**config.mk**
```make
export PLATFORM = sky130hd
export DESIGN_NAME = asc_control
export DESIGN_NICKNAME = d
export VERILOG_FILES = /design/src/logic/asc_pkg.sv /design/src/logic/asc_settle_if.sv /design/src/logic/asc_settle_timer.sv /design/src/logic/asc_control.sv
export SDC_FILE = /design/constraint.sdc
export NUM_CORES = 1
export LEC_CHECK = 0
export BUFFER_PORTS_ARGS = -buffer_cell sky130_fd_sc_hd__clkbuf_2
export CAP_MARGIN = 5
export CORE_UTILIZATION = 42
export CTS_BUF_LIST = sky130_fd_sc_hd__clkbuf_8 sky130_fd_sc_hd__clkbuf_16
export CTS_CLUSTER_DIAMETER = 30
export DETAILED_ROUTE_END_ITERATION = 16
export GPL_TIMING_DRIVEN = 0
export PLACE_DENSITY_LB_ADDON = 0.12
export SETUP_SLACK_MARGIN = 0.15
export SLEW_MARGIN = 20
export SYNTH_ARGS = -nofsm -noshare
export SYNTH_HDL_FRONTEND = slang
export SYNTH_HIERARCHICAL = 1
export SYNTH_SLANG_ARGS = --single-unit
```
**constraint.sdc**
```tcl
create_clock -name hclk -period 3.4 [get_ports hclk]
set_clock_uncertainty 0.2 [all_clocks]
set_input_delay 0.68 -clock hclk [delete_from_list [all_inputs] [get_ports hclk]]
set_output_delay 0.68 -clock hclk [all_outputs]
set_load 0.05 [all_outputs]
```
**src/logic/asc_pkg.sv**
```systemverilog
// package: register map, field positions, reset values and timing for the converter control block
package asc_pkg;
    // ------------------------------------------------------------
    // register indices (printed offsets are not multiples of four)
    // ------------------------------------------------------------
    localparam logic [3:0]  IDX_CONTROL    = 4'h1;
    localparam logic [3:0]  IDX_STATUS     = 4'h2;
    localparam logic [3:0]  IDX_GAIN       = 4'h4;
    localparam logic [3:0]  IDX_THRESHOLD  = 4'h5;
    localparam logic [3:0]  IDX_RESULT     = 4'h6;
    localparam logic [3:0]  IDX_PINS       = 4'h7;
    // ------------------------------------------------------------
    // control register fields
    // ------------------------------------------------------------
    localparam int          CTL_RD_THRESH  = 14;
    localparam int          CTL_RD_GAIN    = 13;
    localparam int          CTL_RD_STATUS  = 11;
    localparam int          CTL_SYNC       = 9;
    localparam int          CTL_BYPASS_REF = 7;
    localparam int          CTL_POWER_DOWN = 3;
    localparam int          CTL_LOW_POWER  = 2;
    localparam int          CTL_REFBUF_OFF = 1;
    localparam int          CTL_AMPLIFIER_DISABLE    = 0;
    localparam logic [15:0] CTL_WRITE_MASK = 16'h6a8f;
    // ------------------------------------------------------------
    // status register fields
    // ------------------------------------------------------------
    localparam int          STS_PART       = 15;
    localparam int          STS_SETTLED    = 10;
    localparam int          STS_LOW_POWER  = 9;
    localparam int          STS_OVERRANGE  = 8;
    localparam int          STS_REFBUF_OFF = 4;
    localparam int          STS_AMPLIFIER_DISABLE    = 3;
    localparam int          STS_DEC        = 0;
    localparam logic [15:0] STS_FIXED      = 16'h4840;
    // ------------------------------------------------------------
    // reset values
    // ------------------------------------------------------------
    localparam logic [15:0] RST_CONTROL    = 16'h0000;
    localparam logic [15:0] RST_GAIN       = 16'ha000;
    localparam logic [15:0] RST_THRESHOLD  = 16'hcccc;
    // ------------------------------------------------------------
    // timing
    // ------------------------------------------------------------
    localparam int          CLK_PERIOD_NS  = 40;
    localparam int          SETTLE_US      = 100;
    localparam int          SETTLE_CYCLES  = (SETTLE_US * 1000) / CLK_PERIOD_NS;
    localparam int          SYNC_MIN_CYC   = 4;
    // ------------------------------------------------------------
    // read selection for the next result read
    // ------------------------------------------------------------
    typedef enum logic [1:0] {ASC_SEL_DATA, ASC_SEL_THRESH, ASC_SEL_GAIN, ASC_SEL_STATUS} asc_sel_e;
endpackage

```
**src/logic/asc_settle_if.sv**
```systemverilog
// interface: settling timer control between the register block and its timer
`timescale 1ns/10ps
`default_nettype none
interface asc_settle_if;
    logic restart;
    logic hold;
    logic settled;
    modport ctrl  (output restart, output hold, input settled);
    modport timer (input restart, input hold, output settled);
endinterface
`default_nettype wire

```
**src/logic/asc_settle_timer.sv**
```systemverilog
// settling timer: counts the filter settling interval after start or synchronization
`timescale 1ns/10ps
`default_nettype none
module asc_settle_timer
    import asc_pkg::*;
#(
    parameter int SETTLE_CNT = SETTLE_CYCLES
)
(
    input  wire logic   hclk,
    input  wire logic   hresetn,
    asc_settle_if.timer st
);
    logic [23:0] cnt_ff;
    logic [23:0] nxt_cnt;
    logic        done_ff;
    logic        nxt_done;

    always_comb
    begin
        nxt_cnt  = cnt_ff;
        nxt_done = done_ff;
        if (st.restart)
        begin
            nxt_cnt  = 24'h000000;
            nxt_done = 1'b0;
        end
        else if (!st.hold && !done_ff)
        begin
            if (cnt_ff >= 24'(SETTLE_CNT - 1))
                nxt_done = 1'b1;
            else
                nxt_cnt = cnt_ff + 24'h000001;
        end
    end

    always_ff @(posedge hclk or negedge hresetn)
    begin
        if (!hresetn)
        begin
            cnt_ff  <= 24'h000000;
            done_ff <= 1'b0;
        end
        else
        begin
            cnt_ff  <= nxt_cnt;
            done_ff <= nxt_done;
        end
    end

    assign st.settled = done_ff;
endmodule // asc_settle_timer
`default_nettype wire

```
**src/logic/asc_control.sv**
```systemverilog
// top: converter start-up and control register block behind an ahb-lite slave
// ------------------------------------------------------------
// Function
// - after start-up data is scaled and checked with default gain and threshold
// - results before settling are invalid; settled flag marks valid data
// - gain and threshold registers are writable and read back
// - a write stores its low 16 bits in gain or threshold, masked in control; other indices ignore it
// - control register sits at index 1 and resets to zero
// - control fields at bits 14,13,11,9,7,3,2,1,0; others read zero
// - read-threshold bit makes the next result read return the threshold
// - bits 14 to 11 and bit 9 clear themselves after taking effect
// - the sync bit starts filter synchronization like the sync pulse
// - settled flag sits at status bit 10, mirroring the filter_valid_flag output
// ------------------------------------------------------------
//
// Implementation choice: the AHB-Lite interface to the registers.
`timescale 1ns/10ps
`default_nettype none
module asc_control
    import asc_pkg::*;
#(
    parameter int        SETTLE_CNT = SETTLE_CYCLES,
    parameter logic      PART_BIT   = 1'b1  // arbitrary value
)
(
    input  wire logic        hclk,
    input  wire logic        hresetn,
    input  wire logic        hsel,
    input  wire logic [31:0] haddr,
    input  wire logic [1:0]  htrans,
    input  wire logic        hwrite,
    input  wire logic [2:0]  hsize,
    input  wire logic [31:0] hwdata,
    input  wire logic        hready,
    output logic      [31:0] hrdata,
    output logic             hreadyout,
    output logic             hresp,
    input  wire logic        sync_n,
    input  wire logic        overrange_in,
    input  wire logic        dec_rate_128,
    input  wire logic [15:0] conv_result,
    output logic      [15:0] gain_value,
    output logic      [15:0] threshold_value,
    output logic             filter_valid_flag,
    output logic             power_down_bit,
    output logic             low_power_flag,
    output logic             ref_bypass,
    output logic             ref_buffer_off,
    output logic             amplifier_disable,
    output logic             filter_sync_pulse
);
    // ------------------------------------------------------------
    // sync pin: three flops, a change counts once stages two and three agree
    // ------------------------------------------------------------
    logic [2:0] sync_sh_ff;
    logic [2:0] nxt_sync_sh;
    logic       sync_lvl_ff;
    logic       nxt_sync_lvl;

    always_comb
    begin
        nxt_sync_sh  = {sync_sh_ff[1:0], sync_n};
        nxt_sync_lvl = sync_lvl_ff;
        if (sync_sh_ff[1] == sync_sh_ff[2])
            nxt_sync_lvl = sync_sh_ff[2];
    end

    // ------------------------------------------------------------
    // bus and register state
    // ------------------------------------------------------------
    logic        wr_pend_ff,  nxt_wr_pend;
    logic        rd_pend_ff,  nxt_rd_pend;
    logic [3:0]  idx_ff,      nxt_idx;
    logic [15:0] ctl_ff,      nxt_ctl;
    logic [15:0] gain_ff,     nxt_gain;
    logic [15:0] thr_ff,      nxt_thr;
    asc_sel_e    sel_ff,      nxt_sel;
    logic [31:0] rdata_ff,    nxt_rdata;
    logic        sync_req;
    logic [15:0] status_word;
    logic        addr_ok;
    asc_settle_if st ();

    assign addr_ok = (haddr[31:6] == 26'h0000000) && (haddr[1:0] == 2'b00);

    // low level on the filtered pin restarts filtering; min width is the host's job
    assign sync_req = !sync_lvl_ff || ctl_ff[CTL_SYNC];

    always_comb
    begin
        status_word                 = STS_FIXED;
        status_word[STS_PART]       = PART_BIT;
        status_word[STS_SETTLED]    = st.settled;
        status_word[STS_LOW_POWER]  = ctl_ff[CTL_LOW_POWER];
        status_word[STS_OVERRANGE]  = overrange_in;
        status_word[STS_REFBUF_OFF] = ctl_ff[CTL_REFBUF_OFF];
        status_word[STS_AMPLIFIER_DISABLE]    = ctl_ff[CTL_AMPLIFIER_DISABLE];
        status_word[STS_DEC]        = dec_rate_128;
    end

    always_comb
    begin
        nxt_wr_pend = 1'b0;
        nxt_rd_pend = 1'b0;
        nxt_idx     = idx_ff;
        nxt_ctl     = ctl_ff;
        nxt_gain    = gain_ff;
        nxt_thr     = thr_ff;
        nxt_sel     = sel_ff;
        nxt_rdata   = rdata_ff;
        // self-clearing bits live one cycle once taken into effect
        nxt_ctl[CTL_SYNC] = 1'b0;
        if (ctl_ff[CTL_RD_THRESH])
            nxt_sel = ASC_SEL_THRESH;
        else if (ctl_ff[CTL_RD_GAIN])
            nxt_sel = ASC_SEL_GAIN;
        else if (ctl_ff[CTL_RD_STATUS])
            nxt_sel = ASC_SEL_STATUS;
        nxt_ctl[CTL_RD_THRESH:CTL_RD_STATUS] = 4'h0;
        // data phase of a write
        if (wr_pend_ff)
        begin
            unique case (idx_ff)
                IDX_CONTROL:   nxt_ctl  = hwdata[15:0] & CTL_WRITE_MASK;
                IDX_GAIN:      nxt_gain = hwdata[15:0];
                IDX_THRESHOLD: nxt_thr  = hwdata[15:0];
                default:       nxt_ctl  = nxt_ctl;
            endcase
        end
        // address phase
        if (hsel && hready && htrans[1])
        begin
            nxt_idx     = haddr[5:2];
            nxt_wr_pend = hwrite && addr_ok;
            nxt_rd_pend = !hwrite;
            nxt_rdata   = 32'h00000000;
            if (!hwrite && addr_ok)
            begin
                unique case (haddr[5:2])
                    IDX_CONTROL:   nxt_rdata = {16'h0000, ctl_ff};
                    IDX_STATUS:    nxt_rdata = {16'h0000, status_word};
                    IDX_GAIN:      nxt_rdata = {16'h0000, gain_ff};
                    IDX_THRESHOLD: nxt_rdata = {16'h0000, thr_ff};
                    IDX_RESULT:
                    begin
                        // redirected read consumes the selection
                        unique case (sel_ff)
                            ASC_SEL_THRESH: nxt_rdata = {16'h0000, thr_ff};
                            ASC_SEL_GAIN:   nxt_rdata = {16'h0000, gain_ff};
                            ASC_SEL_STATUS: nxt_rdata = {16'h0000, status_word};
                            ASC_SEL_DATA:   nxt_rdata = {16'h0000, conv_result};
                        endcase
                        nxt_sel = ASC_SEL_DATA;
                    end
                    IDX_PINS:      nxt_rdata = {31'h00000000, sync_lvl_ff};
                    default:       nxt_rdata = 32'h00000000;
                endcase
            end
        end
    end

    always_ff @(posedge hclk or negedge hresetn)
    begin
        if (!hresetn)
        begin
            sync_sh_ff  <= 3'h7;
            sync_lvl_ff <= 1'b1;
            wr_pend_ff  <= 1'b0;
            rd_pend_ff  <= 1'b0;
            idx_ff      <= 4'h0;
            ctl_ff      <= RST_CONTROL;
            gain_ff     <= RST_GAIN;
            thr_ff      <= RST_THRESHOLD;
            sel_ff      <= ASC_SEL_DATA;
            rdata_ff    <= 32'h00000000;
        end
        else
        begin
            sync_sh_ff  <= nxt_sync_sh;
            sync_lvl_ff <= nxt_sync_lvl;
            wr_pend_ff  <= nxt_wr_pend;
            rd_pend_ff  <= nxt_rd_pend;
            idx_ff      <= nxt_idx;
            ctl_ff      <= nxt_ctl;
            gain_ff     <= nxt_gain;
            thr_ff      <= nxt_thr;
            sel_ff      <= nxt_sel;
            rdata_ff    <= nxt_rdata;
        end
    end

    // ------------------------------------------------------------
    // settling timer: held in power-down, restarted by either sync source
    // ------------------------------------------------------------
    assign st.restart = sync_req;
    assign st.hold    = ctl_ff[CTL_POWER_DOWN];

    asc_settle_timer #(
        .SETTLE_CNT (SETTLE_CNT)
    ) u_settle (
        .hclk    (hclk),
        .hresetn (hresetn),
        .st      (st)
    );

    // ------------------------------------------------------------
    // outputs
    // ------------------------------------------------------------
    assign hrdata            = rdata_ff;
    assign hreadyout         = 1'b1;
    assign hresp             = 1'b0;
    assign gain_value        = gain_ff;
    assign threshold_value   = thr_ff;
    assign filter_valid_flag = st.settled;
    assign power_down_bit    = ctl_ff[CTL_POWER_DOWN];
    assign low_power_flag    = ctl_ff[CTL_LOW_POWER];
    assign ref_bypass        = ctl_ff[CTL_BYPASS_REF];
    assign ref_buffer_off    = ctl_ff[CTL_REFBUF_OFF];
    assign amplifier_disable = ctl_ff[CTL_AMPLIFIER_DISABLE];
    assign filter_sync_pulse = sync_req;
endmodule // asc_control
`default_nettype wire

```
==> impl_metrics.yaml <==
clocking:
  cts_buffer_depth: 2
  cts_setup_buffers: 0
  numCtsBuffers: 9
  cts_resized: 0
  cts_max_level: 3
  path_clk_slew_ns: 0.09
  root_buffer: "clkbuf_8"
  clk_latency_ns: 0.37
  cts_hold_buf: 0
  tritoncts: "built"
  cts_num_sinks: 93
logic_synthesis:
  synth_top_area_share_pct: 42.2
  synth_compound_area_share_pct: 11.3
  ys_async_sr_fraction_pct: 100
  postSynthAreaPerCell_um2: 12.1
  yosysMostFrequentCell: "dfrtp_1"
  synthAdderAreaFrac_pct: 0.480
  yosys-top-cells-area: "dfrtp_1 42%, mux2_2 10%, dfstp_2 7.8%"
  ys_ff_latch: 93
  synth_edf_count: 0
  synth_common_cells: "79 x dfrtp_1, 43 x mux2_2, 26 x nand2_1"
  mappedNetlistArea_mm2: 0.00469
  muxShareOfSynthArea_pct: 15.3
  seq_area_frac_synth_pct: 50.0
  synth_top_family_by_area: "simple AND/OR/NAND/NOR gates"
  synth-xor-area-share_pct: 0.187
  synth_ff_type: "dfrtp_1"
  synthSimpleGateAreaFrac_pct: 16.8
  synth_cell_types: 57
  yosysWarnings: 6
  synthCells: 389
  synth_top_cell_by_area: "dfrtp_1"
min_path:
  hold_path_class: "input port to asynchronous set/reset pin"
critical_path:
  crit_path_start_kind: "input port"
  critical_path_class: "input port to flop"
  cp_cell_sequence: "clkbuf_2 > buf_2 > nor4b_2 > a31o_2 > a222oi_1 > a22oi_2"
  critPathBufInv: 2
  critPathMaxFanout: 10
  crit_arrival_ns: 2.54
  cpPeakStageDelay_ns: 0.93
  cp_top_family: "simple AND/OR/NAND/NOR gates"
  cp-end-kind: "flop"
  crit_required_ns: 3.49
  slowest_stage: "nor4b_2"
timing:
  fin_crit_sh_pct: 72.1
  rsz0062_at_grt: "no"
  slew_headroom_pct: 20.2
  setup_slack_ns: 0.949
  fin_crit_ns: 2.45
  fin_tns_setup_ns: 0
  fin_hold_ws_ns: 0.140
  timing.fmax_ghz: 0.408
  hold_violations: 0
  drv_slew: 0
  final-setup-viol-count: 0
  worstMarginPinSlew_ns: 1.19
route:
  drtPass1Iterations: 4
  drt_iter0_markers: 264
  routed_wl_um: 12100
  drtAntennaViolNets: 0
  num_vias: 3665
  viasPerCell: 5.34
  wl_per_cell_um: 17.6
  drc_errors: 0
finish:
  nFillCells: 970
  syn_to_final_growth_pct: 24.4
  drive_gt1_share_pct: 47.6
  fin_cells: 686
  n_antenna_cell: 0
  nNetsFinal: 635
place:
  place_ws_ns: 0.561
  port_buffers: 125
  dpl.cell_count: 670
  gp_congestion: 0.838
  dp_hpwl_um: 8630
pwr:
  irDropWorstVdd_uv: 222
  leakage_nw: 2.77
  powerDensity_mw_per_mm2: 411
grt:
  grtUsageTotal_pct: 21.8
  grt_pass1_wl_um: 18800
  grt-ovfl-total: 0
  antenna_found_initial: 0
  grt_max_degree: 94
  grt_pass1_vias: 3505
die:
  coreArea_mm2: 0.0108
  fp.dieArea_mm2: 0.0116
  initial_core_util_pct: 43.3
  io_pins: 166
  row_count: 38
  die_h_um: 108
  die_x_um: 108
run_status:
  status: "complete, no violations"
run:
  drv_cap: 0
==> registers in the layout, summed over array words and instances (netlist names), 2 cells and up <==
name	cells
u_settle/cnt_ff	24
gain_value	16
hrdata	16
threshold_value	16
ctl_ff	9
idx_ff	4
sync_sh_ff	3
sel_ff	2
==> final cells by class <==
type / count / area [µm²] / area share [%]
clock inverter: 7 / 138 / 2.36
clock buffer: 9 / 124 / 2.12
timing repair buffer: 125 / 634 / 10.9
tap: 140 / 175 / 3.00
inverter: 8 / 30.0 / 0.515
sequential: 93 / 2340 / 40.2
multi-input combinational: 266 / 2150 / 36.8
buffer: 38 / 239 / 4.10
==> worst reg2reg max path, stage by stage, from the launching register on <==
cell	delay, ns
dfrtp_1	0.38
nor3b_1	0.34
nand2_1	0.09
nor2_1	0.78
mux2_2	0.42
==> report_power, final <==
| part | internal (mW) | switching, mW |
|---|---|---|
| combinational | 0.0942 | 0.184 |
| sequential | 1.14 | 0.0221 |
| clock | 0.560 | 0.400 |
| total | 1.79 | 0.607 |
==> kinds of logic after synthesis <==
family | after synthesis
muxes | 58
other | 2
DFF | 93
and+or+nand+nor | 122
adders and majority gates | 2
AOI/OAI and AO/OA | 65
xor gates and xnor gates | 1
buffers and inverters | 46
==> path summary, 6_finish.rpt <==
kind / from / endpoint / slack, ns / depth (start not counted)
min: hresetn / u_settle/cnt_ff[9] / 0.14 / 1
max in group asynchronous: hresetn / threshold_value[4] / 2.31 / 1
min in group hclk: sync_sh_ff[0] / sync_sh_ff[1] / 0.17 / 0
max: haddr[4] / hrdata[1] / 0.95 / 6
max reg2reg: idx_ff[3] / ctl_ff[3] / 1.07 / 4
min reg2reg: sync_sh_ff[0] / sync_sh_ff[1] / 0.17 / 0
==> per-stage QoR <==
step,instance area (µm²),power (mW),utilization [%]
after detailed placement,5560,1.46,51.3
after CTS,5820,2.42,53.7
after global routing,5830,2.48,53.8
final,5830,2.40,53.8
after global placement,5550,1.45,51.2
after floorplan,4750,1.36,-
==> layer usage <==
layer,GRT usage [%],up-vias,routed length (µm)
met5,0,-,0
met4,8.32,0,186
met3,3.75,10,822
met2,34.8,145,5730
met1,29.6,1786,5350
li1,-,1724,-
==> layout by cell type (no fill, tap or decap), types with 7 or more instances in the layout <==
cell type    n
a222oi_1     9
a22o_1       7
a22oi_1     11
buf_2        7
buf_4       19
clkbuf_1     8
clkbuf_2   125
clkbuf_8    10
conb_1      18
dfrtp_1     79
dfstp_2     14
inv_1        8
mux2_1       8
mux2_2      43
nand2_1     26
nand3_1      9
nor2_1      15
nor2b_1     20
nor4_1       8
nor4_2      11
Power figures use the tool's default switching activity.
